<file path="config.mk">
export PLATFORM = sky130hd
export DESIGN_NAME = smab_builder
export DESIGN_NICKNAME = d
export VERILOG_FILES = /design/src/rtl/smab_pkg.sv /design/src/rtl/smab_norm.sv /design/src/rtl/smab_builder.sv
export SDC_FILE = /design/constraint.sdc
export NUM_CORES = 2
export LEC_CHECK = 0
export ABC_CLOCK_PERIOD_IN_PS = 3940
export BUFFER_PORTS_ARGS = -buffer_cell sky130_fd_sc_hd__buf_2
export CAP_MARGIN = 20
export CORE_MARGIN = 2
export CORE_UTILIZATION = 57
export CTS_CLUSTER_SIZE = 14
export DETAILED_ROUTE_END_ITERATION = 8
export PLACE_DENSITY = 0.73
export RECOVER_POWER = 50
export SYNTH_ARGS = -nofsm -noshare
export SYNTH_HDL_FRONTEND = slang
export SYNTH_SLANG_ARGS = --single-unit
</file>
<file path="constraint.sdc">
create_clock -name clock -period 3.94 [get_ports clock]
set_input_delay 0.197 -clock clock [delete_from_list [all_inputs] [get_ports clock]]
set_output_delay 0.197 -clock clock [all_outputs]
set_load 0.05 [all_outputs]
</file>
<file path="src/rtl/smab_pkg.sv">
// smab_pkg: constants, state carriers and lookup functions for the
// drive-health sector builder.
// assumes one 100 MHz clock domain and an Avalon-MM register master.
//
// Contract
// - attribute entry is 12 bytes: id, two flag bytes, value, 8 vendor
// - normalized value byte stays within 01h through FDh
// - zero identifier marks an unused entry, non-zero an active one
// - only the supported identifier set may fill active entries
// - flag bit 0 set means pre-failure, clear means advisory
// - flag bit 1 set means updated on-line, clear off-line only
// - off-line status bit 7 reports automatic collection enabled
// - off-line status low bits hold code 0, 2, 4, 5 or 6
// - self-test bits 0-3 give remaining tens of percent, 0 to 9
// - self-test bits 4-7 give outcome 0 to 7 or 15 running
// - off-line capability bit 2 set aborts, clear suspends on command
// - capability bits 0,1,3,4,6 flag supported off-line features
// - capability word reads 0003h
// - error logging byte has bit 0 set, bits 7-1 zero
// - last byte makes the 512-byte sum wrap to zero
// - threshold sector: revision, 30 entries, zero areas, checksum last
// - threshold entries sit at the same slots as attribute entries
// - threshold entry: id, threshold, then ten zero bytes
// - thresholds are fixed constants no host access can change
// - multi-byte fields go out least significant byte first
// - raw measurements are converted into normalized values
// - attribute sector layout: revision, entries, status bytes, checksum

package smab_pkg;

  localparam logic [5:0]  REG_CTRL      = 6'h00;
  localparam logic [5:0]  REG_OFFLINE   = 6'h04;
  localparam logic [5:0]  REG_SELFTEST  = 6'h08;
  localparam logic [5:0]  REG_ENTRY_SEL = 6'h0C;
  localparam logic [5:0]  REG_ENTRY     = 6'h10;
  localparam logic [5:0]  REG_STATUS    = 6'h14;

  localparam int          CTRL_SEL_THR  = 0;
  localparam int          CTRL_START    = 1;
  localparam int          CTRL_AUTO_EN  = 2;
  localparam int          CTRL_ABORT    = 3;

  localparam int          NUM_ENTRIES   = 30;
  localparam logic [3:0]  ENTRY_LAST_K  = 4'hB;
  localparam logic [8:0]  POS_ENT_FIRST = 9'h002;
  localparam logic [8:0]  POS_ENT_LAST  = 9'h169;
  localparam logic [8:0]  POS_OFF_STAT  = 9'h16A;
  localparam logic [8:0]  POS_ST_STAT   = 9'h16B;
  localparam logic [8:0]  POS_TIME_LO   = 9'h16C;
  localparam logic [8:0]  POS_TIME_HI   = 9'h16D;
  localparam logic [8:0]  POS_OFF_CAP   = 9'h16F;
  localparam logic [8:0]  POS_CAP_LO    = 9'h170;
  localparam logic [8:0]  POS_CAP_HI    = 9'h171;
  localparam logic [8:0]  POS_ERR_CAP   = 9'h172;
  localparam logic [8:0]  POS_SHORT_MIN = 9'h174;
  localparam logic [8:0]  POS_EXT_MIN   = 9'h175;
  localparam logic [8:0]  POS_CSUM      = 9'h1FF;

  localparam logic [15:0] REVISION      = 16'h0010;
  localparam logic [7:0]  OFF_CAP_BASE  = 8'h5B;
  localparam logic [15:0] SMART_CAP     = 16'h0003;
  localparam logic [7:0]  ERR_LOG_CAP   = 8'h01;
  localparam logic [7:0]  NORM_MIN      = 8'h01;
  localparam logic [7:0]  NORM_MAX      = 8'hFD;
  localparam logic [6:0]  OFF_NEVER     = 7'h00;
  localparam logic [3:0]  ST_RUNNING    = 4'hF;
  localparam logic [3:0]  ST_REMAIN_MAX = 4'h9;

  typedef struct packed {
    logic [7:0]  id;
    logic [1:0]  flags;
    logic [7:0]  norm;
    logic [15:0] raw;
  } smab_entry_t;

  typedef struct packed {
    logic                             waitreq;
    logic [31:0]                      rdata;
    logic                             sel_thr;
    logic                             auto_en;
    logic                             abort_cmd;
    logic [6:0]                       off_code;
    logic [3:0]                       st_remain;
    logic [3:0]                       st_outcome;
    logic [4:0]                       ent_sel;
    logic                             active;
    logic                             last;
    logic [8:0]                       pos;
    logic [4:0]                       ent;
    logic [3:0]                       kbyte;
    logic [7:0]                       sum;
    logic [7:0]                       dbyte;
    smab_entry_t [NUM_ENTRIES-1:0]    tab;
  } smab_state_t;

  function automatic logic is_supported(input logic [7:0] id);
    unique case (id)
      8'h01, 8'h02, 8'h03, 8'h04, 8'h05, 8'h07, 8'h08, 8'h09, 8'h0A,
      8'h0C, 8'hC0, 8'hC1, 8'hC2, 8'hC4, 8'hC5, 8'hC6, 8'hC7:
        is_supported = 1'b1;
      default: is_supported = 1'b0;
    endcase
  endfunction

  // fixed at build time; nothing writable feeds this table
  function automatic logic [7:0] threshold_of(input logic [7:0] id);
    unique case (id)
      8'h01, 8'h07:        threshold_of = 8'h3E;
      8'h02, 8'h08:        threshold_of = 8'h28;
      8'h03:               threshold_of = 8'h21;
      8'h05, 8'hC4:        threshold_of = 8'h05;
      8'h0A:               threshold_of = 8'h3C;
      default:             threshold_of = 8'h00;
    endcase
  endfunction

  function automatic logic off_code_ok(input logic [6:0] c);
    off_code_ok = (c == 7'h00) || (c == 7'h02) || (c == 7'h04) ||
                  (c == 7'h05) || (c == 7'h06);
  endfunction

endpackage

</file>
<file path="src/rtl/smab_norm.sv">
// smab_norm: maps a raw measurement onto the normalized value scale.
// assumes a larger raw count means a worse condition.
`timescale 1ns/1ps
`default_nettype none

module smab_norm (
  input  wire logic [15:0] raw,
  output logic      [7:0]  norm
);

  // values saturate so the byte never leaves the legal window
  always_comb begin
    if (raw >= 16'(smab_pkg::NORM_MAX - smab_pkg::NORM_MIN)) begin
      norm = smab_pkg::NORM_MIN;
    end else begin
      norm = smab_pkg::NORM_MAX - raw[7:0];
    end
  end

endmodule

`default_nettype wire

</file>
<file path="src/rtl/smab_builder.sv">
// smab_builder: holds the attribute table and status bytes and streams
// either the attribute sector or the threshold sector byte by byte.
// assumes an Avalon-MM master on the same clock and a same-clock
// transfer strobe from the host-interface logic.
//
// Implementation choices: the Avalon-MM register port and the address map.
`timescale 1ns/1ps
`default_nettype none

module smab_builder #(
  parameter int OFFLINE_SECS = 600,
  parameter int SHORT_MINS   = 2,
  parameter int EXT_MINS     = 90
) (
  input  wire logic        clock,
  input  wire logic        rst_n,
  input  wire logic [5:0]  avs_address,
  input  wire logic        avs_read,
  input  wire logic        avs_write,
  input  wire logic [31:0] avs_writedata,
  output logic      [31:0] avs_readdata,
  output logic             avs_waitrequest,
  input  wire logic        xfer_strobe,
  output logic      [7:0]  xfer_byte,
  output logic             xfer_valid,
  output logic             xfer_last
);

  // refused at elaboration: the sector fields are 16 and 8 bits wide
  if (OFFLINE_SECS < 0 || OFFLINE_SECS > 65535) begin
    $error("off-line time does not fit 16 bits");
  end
  if (SHORT_MINS < 0 || SHORT_MINS > 255) begin
    $error("short self-test time does not fit 8 bits");
  end
  if (EXT_MINS < 0 || EXT_MINS > 255) begin
    $error("extended self-test time does not fit 8 bits");
  end

  localparam logic [15:0] OFF_TIME  = 16'(OFFLINE_SECS);
  localparam logic [7:0]  SHORT_T   = 8'(SHORT_MINS);
  localparam logic [7:0]  EXT_T     = 8'(EXT_MINS);

  smab_pkg::smab_state_t st_reg;
  smab_pkg::smab_state_t st_next;
  logic [7:0]            wr_norm;

  smab_norm u_norm (
    .raw  (avs_writedata[31:16]),
    .norm (wr_norm)
  );

  // byte of one 12-byte slot for either sector
  function automatic logic [7:0] entry_byte(
    input smab_pkg::smab_entry_t e,
    input logic                  thr,
    input logic [3:0]            k
  );
    logic [7:0] b;
    b = 8'h00;
    if (e.id == 8'h00) begin
      b = 8'h00;
    end else if (thr) begin
      unique case (k)
        4'h0:    b = e.id;
        4'h1:    b = smab_pkg::threshold_of(e.id);
        default: b = 8'h00;
      endcase
    end else begin
      unique case (k)
        4'h0:    b = e.id;
        4'h1:    b = {6'h00, e.flags};
        4'h2:    b = 8'h00;
        4'h3:    b = e.norm;
        4'h4:    b = e.raw[7:0];
        4'h5:    b = e.raw[15:8];
        default: b = 8'h00;
      endcase
    end
    return b;
  endfunction

  // byte at a sector position outside the entry area
  function automatic logic [7:0] fixed_byte(
    input smab_pkg::smab_state_t s,
    input logic [8:0]            p
  );
    logic [7:0] b;
    b = 8'h00;
    if (p == 9'h000) begin
      b = smab_pkg::REVISION[7:0];
    end else if (p == 9'h001) begin
      b = smab_pkg::REVISION[15:8];
    end else if (s.sel_thr) begin
      b = 8'h00;
    end else begin
      unique case (p)
        smab_pkg::POS_OFF_STAT:  b = {s.auto_en, s.off_code};
        smab_pkg::POS_ST_STAT:   b = {s.st_outcome, s.st_remain};
        smab_pkg::POS_TIME_LO:   b = OFF_TIME[7:0];
        smab_pkg::POS_TIME_HI:   b = OFF_TIME[15:8];
        smab_pkg::POS_OFF_CAP:   b = smab_pkg::OFF_CAP_BASE |
                                     {5'h00, s.abort_cmd, 2'h0};
        smab_pkg::POS_CAP_LO:    b = smab_pkg::SMART_CAP[7:0];
        smab_pkg::POS_CAP_HI:    b = smab_pkg::SMART_CAP[15:8];
        smab_pkg::POS_ERR_CAP:   b = smab_pkg::ERR_LOG_CAP;
        smab_pkg::POS_SHORT_MIN: b = SHORT_T;
        smab_pkg::POS_EXT_MIN:   b = EXT_T;
        default:                 b = 8'h00;
      endcase
    end
    return b;
  endfunction

  function automatic logic in_entries(input logic [8:0] p);
    in_entries = (p >= smab_pkg::POS_ENT_FIRST) &&
                 (p <= smab_pkg::POS_ENT_LAST);
  endfunction

  always_comb begin
    logic [8:0]  npos;
    logic [4:0]  nent;
    logic [3:0]  nk;
    logic [7:0]  nsum;
    logic [7:0]  nbyte;
    logic        req;
    logic        take;
    logic        done;
    logic [31:0] rd;
    npos    = 9'h000;
    nent    = 5'h00;
    nk      = 4'h0;
    nsum    = 8'h00;
    nbyte   = 8'h00;
    rd      = 32'h0000_0000;
    st_next = st_reg;
    req     = avs_read || avs_write;
    // one wait state: the answer comes on the second edge of a request
    take    = req && st_reg.waitreq;
    // writes land on the edge that ends the wait, as the master sees it
    done    = req && !st_reg.waitreq;

    st_next.waitreq = !take;

    // stream advance on each strobe while a sector is open
    if (st_reg.active && xfer_strobe) begin
      if (st_reg.last) begin
        st_next.active = 1'b0;
        st_next.last   = 1'b0;
      end else begin
        npos = st_reg.pos + 9'h001;
        nent = st_reg.ent;
        nk   = st_reg.kbyte;
        if (in_entries(st_reg.pos)) begin
          if (st_reg.kbyte == smab_pkg::ENTRY_LAST_K) begin
            nk   = 4'h0;
            nent = st_reg.ent + 5'h01;
          end else begin
            nk = st_reg.kbyte + 4'h1;
          end
        end
        nsum = st_reg.sum + st_reg.dbyte;
        if (npos == smab_pkg::POS_CSUM) begin
          nbyte = 8'h00 - nsum;
        end else if (in_entries(npos)) begin
          nbyte = entry_byte(st_reg.tab[nent], st_reg.sel_thr, nk);
        end else begin
          nbyte = fixed_byte(st_reg, npos);
        end
        st_next.pos   = npos;
        st_next.ent   = nent;
        st_next.kbyte = nk;
        st_next.sum   = nsum;
        st_next.dbyte = nbyte;
        st_next.last  = (npos == smab_pkg::POS_CSUM);
      end
    end

    if (done && avs_write) begin
      unique case (avs_address)
        smab_pkg::REG_CTRL: begin
          st_next.auto_en   = avs_writedata[smab_pkg::CTRL_AUTO_EN];
          st_next.abort_cmd = avs_writedata[smab_pkg::CTRL_ABORT];
          if (avs_writedata[smab_pkg::CTRL_START]) begin
            // a start restarts any open sector from byte zero
            st_next.sel_thr = avs_writedata[smab_pkg::CTRL_SEL_THR];
            st_next.active  = 1'b1;
            st_next.last    = 1'b0;
            st_next.pos     = 9'h000;
            st_next.ent     = 5'h00;
            st_next.kbyte   = 4'h0;
            st_next.sum     = 8'h00;
            st_next.dbyte   = smab_pkg::REVISION[7:0];
          end
        end
        smab_pkg::REG_OFFLINE: begin
          if (smab_pkg::off_code_ok(avs_writedata[6:0])) begin
            st_next.off_code = avs_writedata[6:0];
          end
        end
        smab_pkg::REG_SELFTEST: begin
          if (avs_writedata[3:0] <= smab_pkg::ST_REMAIN_MAX) begin
            st_next.st_remain = avs_writedata[3:0];
          end
          if (avs_writedata[7:4] <= 4'h7 ||
              avs_writedata[7:4] == smab_pkg::ST_RUNNING) begin
            st_next.st_outcome = avs_writedata[7:4];
          end
        end
        smab_pkg::REG_ENTRY_SEL: begin
          if (avs_writedata[4:0] < 5'(smab_pkg::NUM_ENTRIES)) begin
            st_next.ent_sel = avs_writedata[4:0];
          end
        end
        smab_pkg::REG_ENTRY: begin
          // unsupported identifiers leave the slot unused
          if (smab_pkg::is_supported(avs_writedata[7:0])) begin
            st_next.tab[st_reg.ent_sel].id = avs_writedata[7:0];
          end else begin
            st_next.tab[st_reg.ent_sel].id = 8'h00;
          end
          st_next.tab[st_reg.ent_sel].flags = avs_writedata[9:8];
          st_next.tab[st_reg.ent_sel].raw   = avs_writedata[31:16];
          st_next.tab[st_reg.ent_sel].norm  = wr_norm;
        end
        default: begin
        end
      endcase
    end

    if (take && avs_read) begin
      unique case (avs_address)
        smab_pkg::REG_CTRL:
          rd = {28'h0000000, st_reg.abort_cmd, st_reg.auto_en, 1'b0,
                st_reg.sel_thr};
        smab_pkg::REG_OFFLINE:
          rd = {24'h000000, st_reg.auto_en, st_reg.off_code};
        smab_pkg::REG_SELFTEST:
          rd = {24'h000000, st_reg.st_outcome, st_reg.st_remain};
        smab_pkg::REG_ENTRY_SEL:
          rd = {27'h0000000, st_reg.ent_sel};
        smab_pkg::REG_ENTRY:
          rd = {8'h00, st_reg.tab[st_reg.ent_sel].norm, 6'h00,
                st_reg.tab[st_reg.ent_sel].flags,
                st_reg.tab[st_reg.ent_sel].id};
        smab_pkg::REG_STATUS:
          rd = {7'h00, st_reg.pos, st_reg.sum, 6'h00, st_reg.last,
                st_reg.active};
        default:
          rd = 32'h0000_0000;
      endcase
      st_next.rdata = rd;
    end
  end

  always_ff @(posedge clock or negedge rst_n) begin
    if (!rst_n) begin
      st_reg            <= '0;
      st_reg.waitreq    <= 1'b1;
      st_reg.off_code   <= smab_pkg::OFF_NEVER;
    end else begin
      st_reg <= st_next;
    end
  end

  assign avs_readdata    = st_reg.rdata;
  assign avs_waitrequest = st_reg.waitreq;
  assign xfer_byte       = st_reg.dbyte;
  assign xfer_valid      = st_reg.active;
  assign xfer_last       = st_reg.last;

endmodule

`default_nettype wire

</file>
# Yosys cells after proc, flatten, opt, wreduce, memory -nomap -nowiden

Cells that the tools add are included.

Register bits: 1112
Bits of input ports: 43
Output and inout bits: 43
Logic and storage cells: 289

$add $sub $neg: 6
$lt $le $gt $ge: 11
Eq/ne operators: 51
Mux-type cells: 52
Reduce and logical (&&, ||, !) cells: 33

Operator list:

| cell                                                 | number |
|---|---|
| bitwise mux 1020 bit                                 | 5 |
| 2-to-1 mux 1020 bit                                  | 4 |
| 2-to-1 mux 1056 bit                                  | 1 |
| demux 34 bit (select 5 bit)                          | 4 |
| binary-select mux 34 bit (select 5 bit)              | 2 |
| case mux 25 bit (6 select lines)                     | 1 |
| 2-to-1 mux 34 bit                                    | 4 |
| 2-to-1 mux 36 bit                                    | 3 |
| == test 9 bit (second input constant)                | 10 |
| == test 8 bit (second input constant)                | 8 |
| 2-to-1 mux 8 bit                                     | 8 |
| case mux 8 bit (8 select lines)                      | 1 |
| == test 8 x 4 -> 1 bit (second input constant)       | 6 |
| == test 8 x 3 -> 1 bit (second input constant)       | 5 |
| case mux 8 bit (5 select lines)                      | 1 |
| == test 8 x 2 -> 1 bit (second input constant)       | 4 |
| case mux 6 bit (5 select lines)                      | 1 |
| 2-to-1 mux 26 bit                                    | 1 |
| 2-to-1 mux 24 bit                                    | 1 |
| == test 7 x 3 -> 1 bit (second input constant)       | 3 |
| 2-to-1 mux 5 bit                                     | 4 |
| >= comparator 9 x 2 -> 1 bit (second input constant) | 2 |
| <= comparator 9 bit (second input constant)          | 2 |
| OR reduction 17 bit                                  | 1 |
| 37 further kinds                                     | 71 |

# Logic depth before layout (Yosys ltp)

Word-level depth: 20
Mapped depth: 20
Depth with buffers taken out: 14

# Hierarchy

Synthesis repeated with hierarchy kept, for this count alone.

Cells, all modules: 5078
Area total of the unflattened synthesis: 56675.6 sq um

By module, submodules not included:

| module       | times used | cells each | area each (sq um) | sequential area each (sq um) |
|---|---|---|---|---|
| smab_builder | 1          | 5046       | 56412.9           | 27652.8 |
| smab_norm    | 1          | 32         | 262.8             | 0.0 |

# Worst setup path after synthesis

Ideal clock, no wire load.

Path kind: reg2reg
Start: register st_reg[1037] (netlist name)
End: register st_reg (netlist bit xfer_byte[2])
Setup time: 120 ps
Arrival: 3989 ps
Required time: 3820 ps
Setup slack: -169 ps
Stages on the path, launching flop included: 17
Path buffers: 4
Period minus slack after synthesis: 4109 ps
Cell sequence: dfrtp_1 > ha_1 > buf_2 > and3b_1 > clkbuf_1 > and2_1 > o211ai_1 > xnor2_1 > buf_2 > buf_1 > mux4_2 > a22oi_1 > o311a_1 > nand4_1 > o41a_1 > o21a_1 > o211a_1

RTL lines:

| item                   | line                | source |
|---|---|---|
| from (decl)            | smab_builder.sv:44  | `smab_pkg::smab_state_t st_reg;` |
| from (signal assigned) | smab_builder.sv:262 | `st_reg <= st_next;` |

==> results.md <==
- Final period utilization: 106.8%
- Layout Cells excl Fill: between 6000 and 7000
- Via count: 45170
- Worst reg2reg startpoint: st_reg[1049]
- IO Pins: between 80 and 90
- FF+latch count, synth: about 1100
- Fin worst setup slack: -0.2660 ns
- First-pass GRT wire length: 299.4 mm
- Largest net degree at the start of global routing: 148
- Synth unique cells: 90
- Crit path time final: between 4 and 5 ns
- Num CTS Buffers: approximately 110
- Setup TNS: -1.820 ns
- Syn-to-layout area delta: 16.35%
- Most frequent cells in the layout: dfrtp_1, nand2_1, mux2_2
- VDD IR-drop max: 0.4191 mV
- Slew @ Worst Pin: ~2 ns
- Cells after Synth: between 4000 and 5000
- Crit path DAT: roughly 4.8 ns
- Via density: a little under 7
- IO buf count: 72
- FFs w/ async S/R, synth: 100.0%
- Sequential area share after synthesis: just under 50%
- Post-synth top flop: dfrtp_1
- Most common cell after layout, fill and taps aside: dfrtp_1
- Critical path class: reg -> reg
- Worst min-delay path class: in -> reg
- Nets: between 5000 and 6000
- Fill cells: 7136
- Reg clk slew, reported paths: about 0.070 ns
- DRC: 0
- Placement Rows: ~120
- Worst Setup SP: st_reg[1049]
- TritonCTS clock tree: done
- Failing checks: max-capacitance violations, max-slew violations, negative setup slack
- Pwr Density: 442.1 nW/um2
- GRT overflow: 0
- Max cap viols: 5
- Total Power: 28.82 mW
- Final wirelength: around 200 mm
- Leakage Power: approximately 30 nW
- Clk_skew: 0.04025 ns
- DRT antenna net count: 0
- Worst flop-to-flop path endpoint: xfer_byte[2]
- Design area: 65190 um2
- Fraction of layout cells with a size suffix above 1: between 30 and 40%
- Synth warnings: 0
- Initial antenna violation count: 12
- Top cells by area, synth: dfrtp_1, mux4_2, mux2_2
- CP required: roughly 4.6 ns
- Die area: ~100000 um2
- Vias in the first global route: 45410
- Die Wd: approximately 320 um
- GRT Util Overall: between 40% and 50%
- First-pass DRT Iterations: 6
- Synthesized area: between 50000 and 60000 um2
- DP Area: ~60000 um2
- # H-tree levels: 3
- Area of the core: a little under 100000 um2
- Initial core utilization: 57.27%
- Rel. slew slack: -36.66%
- Worst setup SP type: flip-flop
- Worst R2R Path Depth: 16
- Area leader, netlist: dfrtp_1
- Post-DP HPWL: roughly 120 mm
- Routed WL per cell: about 31 um
- Finished Core Util: 66.63%
- CTS Buffer Depth: 3
- Clock Tree Root: clkbuf_16
- Fin Hold WS: a little over 0.07 ns
- Critical path endpoint: xfer_byte[2]
- Die height: roughly 320 um
- FMAX: around 0.24 GHz
- Avg Inst Size Synth: around 11 um2
- EDFF count, synth: 0
- FF-to-FF setup slack: -0.27 ns
- Outcome: complete, but fails checks
- Pre-CTS WS: -0.6617 ns
- Max Slew Vio Count: slightly below 600
- DP Cell Count: between 6000 and 7000
- Iter 0 DRT Violations: between 6000 and 7000
- Final Wtd Congestion: a little over 1
- Share of the synthesized area in the top cell type: 49.30%
- Clk_lat worst skew: 0.74 ns
- Final hold violation count: 0
- CP Capture Type: flip-flop
- Clk sinks: approximately 1100
- Crit-path max FO: 5
- Endpoints failing setup: 8
- Unrepaired setup endpoints after global routing: true
==> worst max-delay path: stages, from the launching register on <==
cell	delay [ns]
dfrtp_1	0.41
or3_4	0.41
buf_4	0.16
a21o_1	0.19
a211oi_4	0.29
buf_12	0.15
a22o_1	0.24
buf_4	0.14
a32oi_1	0.04
a22o_1	0.22
a221o_1	0.41
a211oi_4	0.20
nand4_1	0.10
buf_4	0.18
o41a_1	0.51
o21a_1	0.22
o211a_1	0.20
==> layer usage <==
metal | vias to the layer above | GRT usage [%] | part of all wire [%]
met5 | - | 0 | 0.034
met3 | 1013 | 12.34 | 12
met1 | 22650 | 51.28 | 36
met4 | 12 | 27.19 | 8.5
met2 | 3273 | 58.81 | 43
li1 | 18220 | - | -
==> kinds of logic after synthesis <==
logic type	count (synthesis)	synth area share (%)
AOI/OAI and AO/OA	966	10.84
xor gates and xnor gates	43	0.7056
adders and majority gates	17	0.3930
buffers and inverters	525	4.006
DFF	1105	49.35
muxes	953	24.55
other	1	0.006693
and+or+nand+nor	1309	10.14
==> cells in the mapped netlist (19+ instances only) <==
cell / count
dfrtp_1: 1104
nand2_1: 861
mux2_2: 558
o21ai_0: 480
clkbuf_1: 361
mux4_2: 280
mux2i_1: 114
a21oi_1: 110
nor2_1: 102
nand3_1: 99
and2_1: 76
a22oi_1: 71
buf_4: 54
buf_2: 42
buf_1: 41
nand4_1: 41
nor3_1: 39
a31oi_1: 33
a32oi_1: 33
a221oi_1: 32
xnor2_1: 28
inv_1: 23
a22o_1: 22
a211oi_1: 19
==> area by class of cell <==
| cell class | count | area [um2] | share of cell area (%) |
|---|---|---|---|
| Inverter | 24 | 90.09 | 0.1382 |
| Multi-Input combinational cell | 3296 | 26700 | 40.96 |
| Sequential cell | 1105 | 27660 | 42.43 |
| Antenna cell | 2 | 5.005 | 0.007677 |
| Tap cell | 1287 | 1610 | 2.470 |
| Timing Repair Buffer | 570 | 5105 | 7.831 |
| Clock buffer | 153 | 3238 | 4.967 |
| Clock inverter | 55 | 777.0 | 1.192 |
==> report_power, final <==
part | leakage, nW | internal [mW] | total, mW | switching (mW)
sequential | 15.4 | 11.5 | 11.7 | 0.230
clock | 1.96 | 6.76 | 11.6 | 4.82
combinational | 12.1 | 2.15 | 5.53 | 3.38
total | 29.5 | 20.4 | 28.8 | 8.43
==> worst min-delay path by stage <==
stage,end,startpoint,depth (start not counted),slack (ns)
3_5_place_dp,asynchronous set/reset pin,rst_n,1,0.22
3_3_place_gp,asynchronous set/reset pin,rst_n,1,0.21
6_report,flip-flop,avs_writedata[24],2,0.07
5_1_grt,flip-flop,avs_writedata[24],2,0.10
4_1_cts,asynchronous set/reset pin,rst_n,2,0.06
2_1_floorplan,asynchronous set/reset pin,rst_n,0,-0.1
==> what timing repair did <==
item / 4_1_cts / 5_1_grt
setup buffers: 36 / 4
setup endpoints to repair: 8 / 8
hold buffers: 16 / 0
endpoints found under the hold margin: 187 / 0
gates resized for setup: 53 / 45
pin swaps: 16 / 24
gates cloned: 8 / 1
(Power assumes the default switching activity.)
